`src/core/tps_pkg.sv`:
```
// shared constants and types for the three-rail power sequencer
package tps_pkg;
   // -------------------------------------------------------------
   // clock and sequence-oscillator timing
   // -------------------------------------------------------------
   localparam int CLK_PERIOD_PS = 5000;
   localparam int OSC_PS_PER_NF = 120_000_000; // 120 us per nF
   localparam int TIMING_CAP_NF = 10;
   // full sequence-clock period in core cycles, from cap and rate
   localparam int OSC_PERIOD_CYCLES = (OSC_PS_PER_NF / CLK_PERIOD_PS) * TIMING_CAP_NF;

   // -------------------------------------------------------------
   // sequence delays, in sequence-clock ticks
   // -------------------------------------------------------------
   localparam logic [3:0] FIRST_DELAY_TICKS = 4'hA; // released after 9..10 periods
   localparam logic [3:0] STEP_DELAY_TICKS = 4'h8;
   localparam int NUM_RAILS = 3;

   // -------------------------------------------------------------
   // reset values
   // -------------------------------------------------------------
   localparam logic [1:0] LEVEL_RESET = 2'h0;
   localparam logic [3:0] COUNT_RESET = 4'h0;

   typedef enum logic [3:0] {
      SEQ_IDLE = 4'b0001,
      SEQ_UP   = 4'b0010,
      SEQ_ON   = 4'b0100,
      SEQ_DOWN = 4'b1000
   } tps_state_type;

   typedef struct packed {
      logic tick;   // one-cycle pulse, end of each period
      logic charge; // capacitor ramp rising
   } tps_osc_type;
endpackage

```
`src/core/tps_osc.sv`:
```
// sequence clock: triangle ramp model of the timing capacitor
`timescale 1ns/1ps
module tps_osc #(
   parameter int PERIOD_CYCLES = tps_pkg::OSC_PERIOD_CYCLES
) (
   input wire logic clk_i,
   input wire logic resetn_i,
   output tps_pkg::tps_osc_type osc_o
);
   localparam int HALF = PERIOD_CYCLES / 2;

   logic [31:0] cnt_ff;
   logic [31:0] nxt_cnt;
   tps_pkg::tps_osc_type osc_ff;
   tps_pkg::tps_osc_type nxt_osc;

   // ramp charges for the first half, discharges for the second
   always_comb begin
      nxt_cnt = cnt_ff + 32'h0000_0001;
      nxt_osc.tick = 1'b0;
      nxt_osc.charge = osc_ff.charge;
      if (cnt_ff == 32'(HALF - 1)) begin
         nxt_osc.charge = 1'b0;
      end
      if (cnt_ff == 32'(PERIOD_CYCLES - 1)) begin
         nxt_cnt = 32'h0000_0000;
         nxt_osc.charge = 1'b1;
         nxt_osc.tick = 1'b1;
      end
      if (!resetn_i) begin
         nxt_cnt = 32'h0000_0000;
         nxt_osc = '{tick: 1'b0, charge: 1'b1};
      end
   end

   always_ff @(posedge clk_i) begin
      cnt_ff <= nxt_cnt;
      osc_ff <= nxt_osc;
   end

   assign osc_o = osc_ff;

   // -------------------------------------------------------------
   // checks
   // -------------------------------------------------------------
   osc_period_a: assert property (@(posedge clk_i) disable iff (!resetn_i)
      osc_ff.tick |-> cnt_ff == 32'h0000_0000 && $past(cnt_ff) == 32'(PERIOD_CYCLES - 1))
      else $error("sequence tick off its period");
endmodule

```
`src/core/tps_sequencer.sv`:
```
// three-rail power sequencer core with open-drain rail outputs
// -------------------------------------------------------------
// Functional notes
// - all rails inactive until enable asserted
// - first rail released after 9 to 10 periods
// - second rail released eight periods after first
// - third rail released eight periods after second
// - enable drop after full power-up starts timer
// - power-down third, second, first; 10/8/8 ticks
// - invert input flips sense of all rails
// - sequence clock period set by timing capacitor
// - early enable drop fully resets counter
// - partial power-up drop gives controlled shutdown
// -------------------------------------------------------------
`timescale 1ns/1ps
module tps_sequencer #(
   parameter int OSC_PERIOD_CYCLES = tps_pkg::OSC_PERIOD_CYCLES
) (
   // clock and reset
   input wire logic CORE_CLK_I,
   input wire logic RESETN_I,
   // control pins
   input wire logic ENABLE_I,
   input wire logic OUTPUT_POLARITY_SELECT_I,
   // open-drain rail pins, bit 0 is rail 1
   input wire logic [2:0] RAIL_RELEASE_OUT_I,
   output logic [2:0] RAIL_RELEASE_OUT_O,
   output logic [2:0] RAIL_RELEASE_OUT_OE_N_O,
   // ramp phase of the timing capacitor node
   output logic TIMING_CAPACITOR_NODE_O
);
   // -------------------------------------------------------------
   // sequence clock
   // -------------------------------------------------------------
   tps_pkg::tps_osc_type osc;

   tps_osc #(
      .PERIOD_CYCLES(OSC_PERIOD_CYCLES)
   ) u_osc (
      .clk_i(CORE_CLK_I),
      .resetn_i(RESETN_I),
      .osc_o(osc)
   );

   // -------------------------------------------------------------
   // sequencing state
   // -------------------------------------------------------------
   tps_pkg::tps_state_type state_ff, nxt_state;
   logic [1:0] level_ff, nxt_level;     // rails released
   logic [3:0] count_ff, nxt_count;     // ticks in current step
   logic first_ff, nxt_first;           // first step of a ramp
   logic [2:0] rel_ff, nxt_rel;
   logic [2:0] oe_n_ff, nxt_oe_n;
   logic node_ff, nxt_node;

   function automatic logic [2:0] level_mask(input logic [1:0] lvl);
      unique case (lvl)
         2'h0: level_mask = 3'b000;
         2'h1: level_mask = 3'b001;
         2'h2: level_mask = 3'b011;
         default: level_mask = 3'b111;
      endcase
   endfunction

   logic [3:0] target;
   logic step_done;

   always_comb begin
      target = first_ff ? tps_pkg::FIRST_DELAY_TICKS : tps_pkg::STEP_DELAY_TICKS;
      step_done = osc.tick && (count_ff + 4'h1 == target);
      nxt_state = state_ff;
      nxt_level = level_ff;
      nxt_count = count_ff;
      nxt_first = first_ff;
      if (osc.tick) begin
         nxt_count = count_ff + 4'h1;
      end
      unique case (state_ff)
         tps_pkg::SEQ_IDLE: begin
            nxt_count = tps_pkg::COUNT_RESET;
            nxt_first = 1'b1;
            if (ENABLE_I) begin
               nxt_state = tps_pkg::SEQ_UP;
            end
         end
         tps_pkg::SEQ_UP: begin
            if (!ENABLE_I) begin
               nxt_count = tps_pkg::COUNT_RESET;
               nxt_first = 1'b1;
               // nothing out yet: a glitch just rearms the counter
               nxt_state = (level_ff == 2'h0) ? tps_pkg::SEQ_IDLE
                                              : tps_pkg::SEQ_DOWN;
            end else if (step_done) begin
               nxt_level = level_ff + 2'h1;
               nxt_count = tps_pkg::COUNT_RESET;
               nxt_first = 1'b0;
               if (level_ff == 2'h2) begin
                  nxt_state = tps_pkg::SEQ_ON;
               end
            end
         end
         tps_pkg::SEQ_ON: begin
            nxt_count = tps_pkg::COUNT_RESET;
            nxt_first = 1'b1;
            if (!ENABLE_I) begin
               nxt_state = tps_pkg::SEQ_DOWN;
            end
         end
         tps_pkg::SEQ_DOWN: begin
            // enable is ignored until every rail is back off
            if (step_done) begin
               nxt_level = level_ff - 2'h1;
               nxt_count = tps_pkg::COUNT_RESET;
               nxt_first = 1'b0;
               if (level_ff == 2'h1) begin
                  nxt_state = tps_pkg::SEQ_IDLE;
               end
            end
         end
      endcase
      nxt_rel = level_mask(nxt_level);
      nxt_oe_n = nxt_rel ^ {3{OUTPUT_POLARITY_SELECT_I}};
      nxt_node = osc.charge;
      if (!RESETN_I) begin
         nxt_state = tps_pkg::SEQ_IDLE;
         nxt_level = tps_pkg::LEVEL_RESET;
         nxt_count = tps_pkg::COUNT_RESET;
         nxt_first = 1'b1;
         nxt_rel = 3'b000;
         nxt_oe_n = {3{OUTPUT_POLARITY_SELECT_I}};
         nxt_node = 1'b0;
      end
   end

   always_ff @(posedge CORE_CLK_I) begin
      state_ff <= nxt_state;
      level_ff <= nxt_level;
      count_ff <= nxt_count;
      first_ff <= nxt_first;
      rel_ff <= nxt_rel;
      oe_n_ff <= nxt_oe_n;
      node_ff <= nxt_node;
   end

   // -------------------------------------------------------------
   // outputs
   // -------------------------------------------------------------
   // open drain: data is always low, only the enable moves
   logic [2:0] zero_ff;

   always_ff @(posedge CORE_CLK_I) begin
      zero_ff <= 3'b000;
   end

   assign RAIL_RELEASE_OUT_O = zero_ff;
   assign RAIL_RELEASE_OUT_OE_N_O = oe_n_ff;
   assign TIMING_CAPACITOR_NODE_O = node_ff;

   // -------------------------------------------------------------
   // checks
   // -------------------------------------------------------------
   logic [3:0] en_ticks_ff, nxt_en_ticks;

   // held clear while idle: a tick in the cycle that takes enable is not
   // part of the power-up delay and would skew the reference by one
   always_comb begin
      nxt_en_ticks = en_ticks_ff;
      if (osc.tick && en_ticks_ff != 4'hF) begin
         nxt_en_ticks = en_ticks_ff + 4'h1;
      end
      if (!RESETN_I || !ENABLE_I || state_ff == tps_pkg::SEQ_IDLE
          || state_ff == tps_pkg::SEQ_DOWN) begin
         nxt_en_ticks = 4'h0;
      end
   end

   always_ff @(posedge CORE_CLK_I) begin
      en_ticks_ff <= nxt_en_ticks;
   end

   idle_all_off_a: assert property (@(posedge CORE_CLK_I) disable iff (!RESETN_I)
      (state_ff == tps_pkg::SEQ_IDLE && !ENABLE_I) |=> rel_ff == 3'b000)
      else $error("rail released while idle");

   first_release_a: assert property (@(posedge CORE_CLK_I) disable iff (!RESETN_I)
      $rose(rel_ff[0]) |-> en_ticks_ff == tps_pkg::FIRST_DELAY_TICKS && $past(osc.tick))
      else $error("first rail not on the tenth tick");

   second_release_a: assert property (@(posedge CORE_CLK_I) disable iff (!RESETN_I)
      $rose(rel_ff[1]) |-> rel_ff[0] && $past(count_ff) == tps_pkg::STEP_DELAY_TICKS - 4'h1
         && $past(osc.tick))
      else $error("second rail delay wrong");

   third_release_a: assert property (@(posedge CORE_CLK_I) disable iff (!RESETN_I)
      $rose(rel_ff[2]) |-> rel_ff[1] && $past(count_ff) == tps_pkg::STEP_DELAY_TICKS - 4'h1
         && $past(osc.tick))
      else $error("third rail delay wrong");

   down_start_a: assert property (@(posedge CORE_CLK_I) disable iff (!RESETN_I)
      (state_ff == tps_pkg::SEQ_ON && !ENABLE_I) |=> state_ff == tps_pkg::SEQ_DOWN
         ##1 (rel_ff == 3'b111) [*2])
      else $error("power-down not started correctly");

   down_third_a: assert property (@(posedge CORE_CLK_I) disable iff (!RESETN_I)
      $fell(rel_ff[2]) |-> $past(count_ff) == tps_pkg::FIRST_DELAY_TICKS - 4'h1
         && $past(first_ff))
      else $error("third rail off delay wrong");

   polarity_a: assert property (@(posedge CORE_CLK_I) disable iff (!RESETN_I)
      ##1 RAIL_RELEASE_OUT_OE_N_O == (rel_ff ^ {3{$past(OUTPUT_POLARITY_SELECT_I)}}))
      else $error("rail sense does not follow polarity select");

   glitch_reset_a: assert property (@(posedge CORE_CLK_I) disable iff (!RESETN_I)
      (state_ff == tps_pkg::SEQ_UP && level_ff == 2'h0 && !ENABLE_I)
         |=> state_ff == tps_pkg::SEQ_IDLE && rel_ff == 3'b000)
      else $error("early enable drop did not reset");

   abort_down_a: assert property (@(posedge CORE_CLK_I) disable iff (!RESETN_I)
      (state_ff == tps_pkg::SEQ_UP && level_ff != 2'h0 && !ENABLE_I)
         |=> state_ff == tps_pkg::SEQ_DOWN && $stable(rel_ff))
      else $error("partial power-up not shut down");

   reverse_order_a: assert property (@(posedge CORE_CLK_I) disable iff (!RESETN_I)
      ($fell(rel_ff[0]) || $fell(rel_ff[1])) |-> rel_ff[2] == 1'b0
         && (!$fell(rel_ff[0]) || rel_ff[1] == 1'b0))
      else $error("rails not released in reverse order");
endmodule

```
`config.mk`:
```
export PLATFORM = sky130hd
export DESIGN_NAME = tps_sequencer
export DESIGN_NICKNAME = d
export VERILOG_FILES = /design/src/core/tps_pkg.sv /design/src/core/tps_osc.sv /design/src/core/tps_sequencer.sv
export SDC_FILE = /design/constraint.sdc
export NUM_CORES = 1
export LEC_CHECK = 0
export BUFFER_PORTS_ARGS = -buffer_cell sky130_fd_sc_hd__buf_2
export CORE_MARGIN = 2
export CORE_UTILIZATION = 30
export DETAILED_ROUTE_END_ITERATION = 7
export PLACE_DENSITY = 0.42
export SLEW_MARGIN = 30
export SYNTH_ARGS = -nofsm -noshare
export SYNTH_HDL_FRONTEND = slang
export SYNTH_HIERARCHICAL = 1
export SYNTH_SLANG_ARGS = --single-unit
```
`constraint.sdc`:
```
create_clock -name CORE_CLK_I -period 3.9 [get_ports CORE_CLK_I]
set_input_delay 1.17 -clock CORE_CLK_I [delete_from_list [all_inputs] [get_ports CORE_CLK_I]]
set_output_delay 1.17 -clock CORE_CLK_I [all_outputs]
set_load 0.05 [all_outputs]
```
==> qor.yml, run 1 <==
status: "finished clean"
syn_avg_cell_area_sq_um: 8.89
ys_seq_area_share_pct: 36.3
coreArea_sq_um: 8720
reg2reg_to: "u_osc/cnt_ff[13]"
core.rowCount: 34
post-route-cell-area_sq_um: 2830
ios: 14
min_to: "u_osc/cnt_ff[0]"
tns_ns: 0
die_area_sq_um: 9780
cts.path.max_buffers: 2
endpoint_kind: "flop"
synth_top_family_by_area: "simple AND/OR/NAND/NOR gates"
tightest_slew_ns: 0.547
yosys_warnings: 6
first_pass_iters: 4
synth_seq_cells: 49
die_w_um: 98.9
yosys.area_share.xor_xnor_pct: 6.81
synth_compound_area_share_pct: 15.1
worstPathArrival_ns: 2.39
synth-adder-area-share_pct: 2.31
crit_required_ns: 4.10
n_antenna_cell: 0
synth_ff_type: "dfxtp_1"
cts.sink_count: 49
fp.dieH_um: 98.9
cts_buffers: 5
reg2regPathDepth: 5
crit_type: "flop to flop"
avgRoutedWirePerCell_um: 13.9
synth.area.mux_share_pct: 1.48
grt_usage_pct: 12.4
clk_pin_slew_worst_paths_ns: 0.09
synth_area_sq_um: 2700
ff2ff_setup_slack_ns: 1.71
hold_violations: 0
htreeDepth: 2
pre_cts_ws_ns: 1.56
synthSimpleGateAreaFrac_pct: 31.7
drcViolationCount: 0
maxCapViolCount: 0
root_buffer: "clkbuf_8"
cp-start-kind: "flop"
rsz0062_at_grt: "false"
hold_buffers: 0
drtAntennaViolNets: 0
synthToLayoutAreaGrowth_pct: 4.81
place.port_buffers: 7
placed_cell_area_sq_um: 2750
timing.fmax_ghz: 0.456
p_leak_nw: 0.960
place_congestion: 0.727
fin_skew_ns: 0.0153
fin_hold_ws_ns: 0.471
synth_cell_types: 57
synthArstFlopShare_pct: 0
clk_latency_ns: 0.31
final_common_cell: "dfxtp_1"
grt_pass1_wl_mm: 9.98
finalWorstSetupSlack_ns: 1.71
fin_util_pct: 32.5
synth_edf_count: 0
syn-instance-count: 304
cts_setup_buffers: 0
finalCritPeriodShare_pct: 56.2
overflow: 0
first_iter_violations: 63
grt_max_degree: 23
period_minus_slack_ns: 2.19
layout.nets: 317
layout-drive-gt1-share_pct: 11.4
cts_resized: 0
antenna_found_initial: 0
place_hpwl_mm: 4.01
vias: 2144
rr_startpoint: "u_osc/cnt_ff[19]"
timing.final.setup_violations: 0
cts_tree: "yes"
p_per_area_nw_per_um2: 309
critPathMaxFanout: 22
ir_drop_mv: 0.125
grt_pass1_vias: 2027
worstHoldStart: "u_osc/cnt_ff[0]"
min_path_type: "flop to flop"
mostFrequentLayoutCells: "49 x dfxtp_1, 23 x nor2_1, 23 x a21oi_1"
slew_violations: 0
initial_core_util_pct: 31.0
maxSlewHeadroom_pct: 63.4
worstHoldPathCells: 1
routed_wl_mm: 5.77
vias_per_cell: 5.18
kinds of logic (layout without fill, tap and decap cells):
logic type      Yosys count  after routing
other cells               1              3
buf+inv                  24             24
flops                    49             49
mux                       4              4
simple gates            138            138
xor+xnor                 21             21
compound gates           62             62
fa+ha+maj                 5              5
metal layers:
layer	global-route usage (%)	vias up	share of wire [%]
met3	3.05	5	2.1
met2	19.1	9	45
met1	17.4	1022	52
li1	-	1108	-
met4	3.16	0	0.97
met5	0	-	0
cells in the mapped netlist (all sizes together) (2+ instances only):
cell / instances / area [sq um]
a211oi: 2 / 20.0
a21oi: 24 / 124
and2: 4 / 25.0
and3: 6 / 41.3
and4: 10 / 97.6
buf: 14 / 118
clkbuf: 2 / 17.5
dfxtp: 49 / 981
ha: 5 / 62.6
inv: 8 / 30.0
mux2i: 4 / 40.0
nand2: 21 / 86.3
nand2b: 3 / 18.8
nand3: 16 / 85.1
nand4: 10 / 92.6
nand4bb: 2 / 22.5
nor2: 23 / 86.3
nor2b: 3 / 18.8
nor3: 7 / 40.0
nor3b: 3 / 22.5
nor4: 5 / 31.3
nor4b: 2 / 17.5
o21ai: 13 / 65.1
o21ba: 2 / 20.0
o31ai: 12 / 104
or3: 9 / 60.1
or4: 10 / 78.8
xnor2: 10 / 87.6
xor2: 11 / 96.3
flip-flops by register name, summed over array words and instances (netlist names):
signal and count:
u_osc/cnt_ff 32, first_ff 1, level_ff 2, count_ff 4
u_osc/osc_o 2, state_ff 4, RAIL_RELEASE_OUT_OE_N_O 3, TIMING_CAPACITOR_NODE_O 1
final cells by class:
cell class / instances / area [sq um]
fillers: 924 / 5890
multi-input cells: 233 / 1560
flip-flops and latches: 49 / 981
well taps: 108 / 135
clock buffers: 8 / 80.1
repair buffers: 8 / 42.5
inverters: 8 / 30.0
report_power, final:
part           leakage [nW]  internal [mW]  switching [mW]
Sequential            0.397          0.507         0.00857
Combinational         0.523         0.0188          0.0390
Clock                0.0395          0.128           0.173
worst max path at each step:
stage / from / to / slack [ns] / cells past startpoint
finish: u_osc/cnt_ff[19] / u_osc/cnt_ff[13] / 1.71 / 5
CTS: u_osc/cnt_ff[19] / u_osc/cnt_ff[9] / 1.70 / 5
detailed placement: ENABLE_I / RAIL_RELEASE_OUT_OE_N_O[0] / 1.56 / 6
global placement: ENABLE_I / RAIL_RELEASE_OUT_OE_N_O[0] / 1.57 / 6
floorplan: ENABLE_I / RAIL_RELEASE_OUT_OE_N_O[0] / 1.78 / 6
global route: u_osc/cnt_ff[19] / u_osc/cnt_ff[27] / 1.57 / 5
metrics by stage:
stage / cells / total power [mW]
final: 414 / 0.875
after global routing: 414 / 0.919
after CTS: 414 / 0.889
after detailed placement: 406 / 0.585
after global placement: 406 / 0.586
after floorplan: 306 / 0.576
worst max-delay path, cell delays in order (launching register included):
cell and delay (ns):
dfxtp_1 0.37, nor4_1 0.47, nand4_1 0.27, o31ai_4 0.52
buf_4 0.37, nor2_1 0.08
No activity file was read; power rests on OpenSTA's default activity.
==> run 2: changes to the inputs <==
--- a/config.mk
+++ b/config.mk
@@ -9,7 +9,7 @@
 export CORE_MARGIN = 2
 export CORE_UTILIZATION = 30
 export DETAILED_ROUTE_END_ITERATION = 7
-export PLACE_DENSITY = 0.42
+export PLACE_DENSITY = 0.43
 export SLEW_MARGIN = 30
 export SYNTH_ARGS = -nofsm -noshare
 export SYNTH_HDL_FRONTEND = slang
==> constraint.sdc (replaced) <==
create_clock -name CORE_CLK_I -period 1.8 [get_ports CORE_CLK_I]
set_input_delay 0.54 -clock CORE_CLK_I [delete_from_list [all_inputs] [get_ports CORE_CLK_I]]
set_output_delay 0.54 -clock CORE_CLK_I [all_outputs]
set_load 0.05 [all_outputs]
==> qor.yml, run 2 (synthesis results as in run 1) <==
status: "finished clean"
timing.final.setup_violations: 0  # unchanged
grt_max_degree: 17  # -26%
reg2reg_to: "u_osc/cnt_ff[27]"
grt_pass1_vias: 2140  # +5.6%
vias_per_cell: 4.98  # -3.9%
cts_tree: "yes"
coreArea_sq_um: 8720  # unchanged
p_leak_nw: 1.18  # +23%
largest_register_ff_count: 32  # unchanged
die_w_um: 98.9  # unchanged
p_per_area_nw_per_um2: 655  # +110%
seq_area_sq_um: 995  # +1.4%
maxCapViolCount: 0  # unchanged
cts.path.max_buffers: 2  # unchanged
initial_core_util_pct: 31.0  # unchanged
slew_violations: 0  # unchanged
biggestRegsByFlops: "u_osc/cnt_ff: 32 flops, count_ff: 4 flops, state_ff: 4 flops"
reg2regPathDepth: 6  # +1
worstPathArrival_ns: 1.93  # -0.46 ns
clk_pin_slew_worst_paths_ns: 0.10  # about the same
avgRoutedWirePerCell_um: 13.6  # -2.8%
routed_wl_mm: 6.10  # +5.7%
n_fill_cell: 896  # -3.0%
die_area_sq_um: 9780  # unchanged
ios: 14  # unchanged
place_hpwl_mm: 4.38  # +9.4%
hold_buffers: 0  # unchanged
grt_usage_pct: 12.9  # +0.46 points
place_congestion: 0.763  # +4.9%
antenna_found_initial: 0  # unchanged
min_path_type: "input pin to flop"
finalWorstSetupSlack_ns: 0.0612  # -1.65 ns
fin_util_pct: 36.8  # +4.3 points
crit_type: "flop to flop"
pre_cts_ws_ns: -0.0239  # -1.59 ns
crit_required_ns: 1.99  # -2.11 ns
first_iter_violations: 80  # +27%
worstHoldPathCells: 2  # +1
grt_pass1_wl_mm: 10.3  # +2.8%
cts_buffers: 5  # unchanged
timing.fmax_ghz: 0.575  # +26%
drtAntennaViolNets: 0  # unchanged
rr_startpoint: "u_osc/cnt_ff[12]"
htreeDepth: 2  # unchanged
endpoint_kind: "flop"
place.port_buffers: 7  # unchanged
critPathMaxFanout: 6  # -73%
vias: 2239  # +4.4%
first_pass_iters: 4  # unchanged
synthToLayoutAreaGrowth_pct: 18.8
min_to: "RAIL_RELEASE_OUT_OE_N_O[1]"
rsz0062_at_grt: "true"
hold_violations: 0  # unchanged
cp-start-kind: "flop"
cts.sink_count: 49  # unchanged
overflow: 0  # unchanged
top_register: "u_osc/cnt_ff"
layout-drive-gt1-share_pct: 27.2  # +16 points
finalCritPeriodShare_pct: 96.6  # +40 points
mostFrequentLayoutCells: "38 x dfxtp_1, 33 x buf_4, 23 x nor2_1, 23 x a21oi_1, 20 x nand2_1"
drcViolationCount: 0  # unchanged
total_power_mw: 2.10  # +140%
worstHoldStart: "OUTPUT_POLARITY_SELECT_I"
ir_drop_mv: 0.309  # +150%
period_minus_slack_ns: 1.74  # -0.455 ns
fin_skew_ns: 0.00751  # -0.00783 ns
core.rowCount: 34  # unchanged
multiInputGateArea_sq_um: 1610  # +2.9%
ff2ff_setup_slack_ns: 0.06  # -1.65 ns
final_common_cell: "dfxtp_1"
n_antenna_cell: 0  # unchanged
root_buffer: "clkbuf_8"
layout.nets: 353  # +11%
clk_latency_ns: 0.30  # about the same
fp.dieH_um: 98.9  # unchanged
fin_hold_ws_ns: 0.463  # -0.00752 ns
-- run 2: cell count changes in the layout (fill, tap and decap cells not counted), sizes merged --
| cell | before | now |
|---|---|---|
| clkinvlp | 0 | 1 |
| clkbuf | 8 | 6 |
| buf | 8 | 44 |
| bufinv | 0 | 1 |
-- run 2: power breakdown --
group          total [mW]  internal, mW  switching, mW
registers            1.11          1.10         0.0120
clock network       0.832         0.452          0.380
logic               0.162        0.0637         0.0985
-- run 2: worst max path at each step --
stage | start | end | slack [ns] | depth (start not counted)
6_report | u_osc/cnt_ff[12] | u_osc/cnt_ff[27] | 0.06 | 6
3_3_place_gp | count_ff[0] | RAIL_RELEASE_OUT_OE_N_O[0] | -0.009 | 6
3_5_place_dp | count_ff[0] | RAIL_RELEASE_OUT_OE_N_O[0] | -0.02 | 6
4_1_cts | count_ff[1] | RAIL_RELEASE_OUT_OE_N_O[0] | 0.03 | 6
5_1_grt | u_osc/cnt_ff[7] | u_osc/cnt_ff[20] | -0.03 | 6
2_1_floorplan | count_ff[0] | RAIL_RELEASE_OUT_OE_N_O[0] | 0.02 | 7
-- run 2: repair_timing --
action | in CTS | in global routing
setup buffers | 0 | 2
pin swaps | 3 | 3
gates resized for setup | 3 | 23
cloned | 0 | 2
endpoints found under the hold margin | 0 | 0
setup endpoints to repair | 5 | 32
-- run 2: cell type report --
type / instances / area share [%]
multi-input combinational: 233 / 50.1
sequential: 49 / 31.0
timing repair buffer: 44 / 10.0
tap: 108 / 4.21
clock buffer: 6 / 2.57
clock inverter: 2 / 1.17
inverter: 8 / 0.935
-- run 2: critical path: stages, from the launching register on --
cell and delay (ns):
dfxtp_2 0.36, nand4bb_1 0.21, or3_4 0.41, o31ai_4 0.30
buf_6 0.15, buf_4 0.14, a21oi_1 0.05
-- run 2: metal layers --
layer	track usage, %	wire length [um]
met1	17.2	3110
met3	2.55	119
met5	0	0
met2	20.7	2790
met4	4.43	77
-- run 2: metrics by stage --
stage / area, sq um / TNS (ns) / std cells
floorplan: 2710 / 0 / 306
detailed placement: 2990 / -0.0426 / 438
CTS: 3120 / 0 / 446
global route: 3210 / -0.377 / 450
global placement: 2990 / -0.0116 / 438
finish: 3210 / 0 / 450
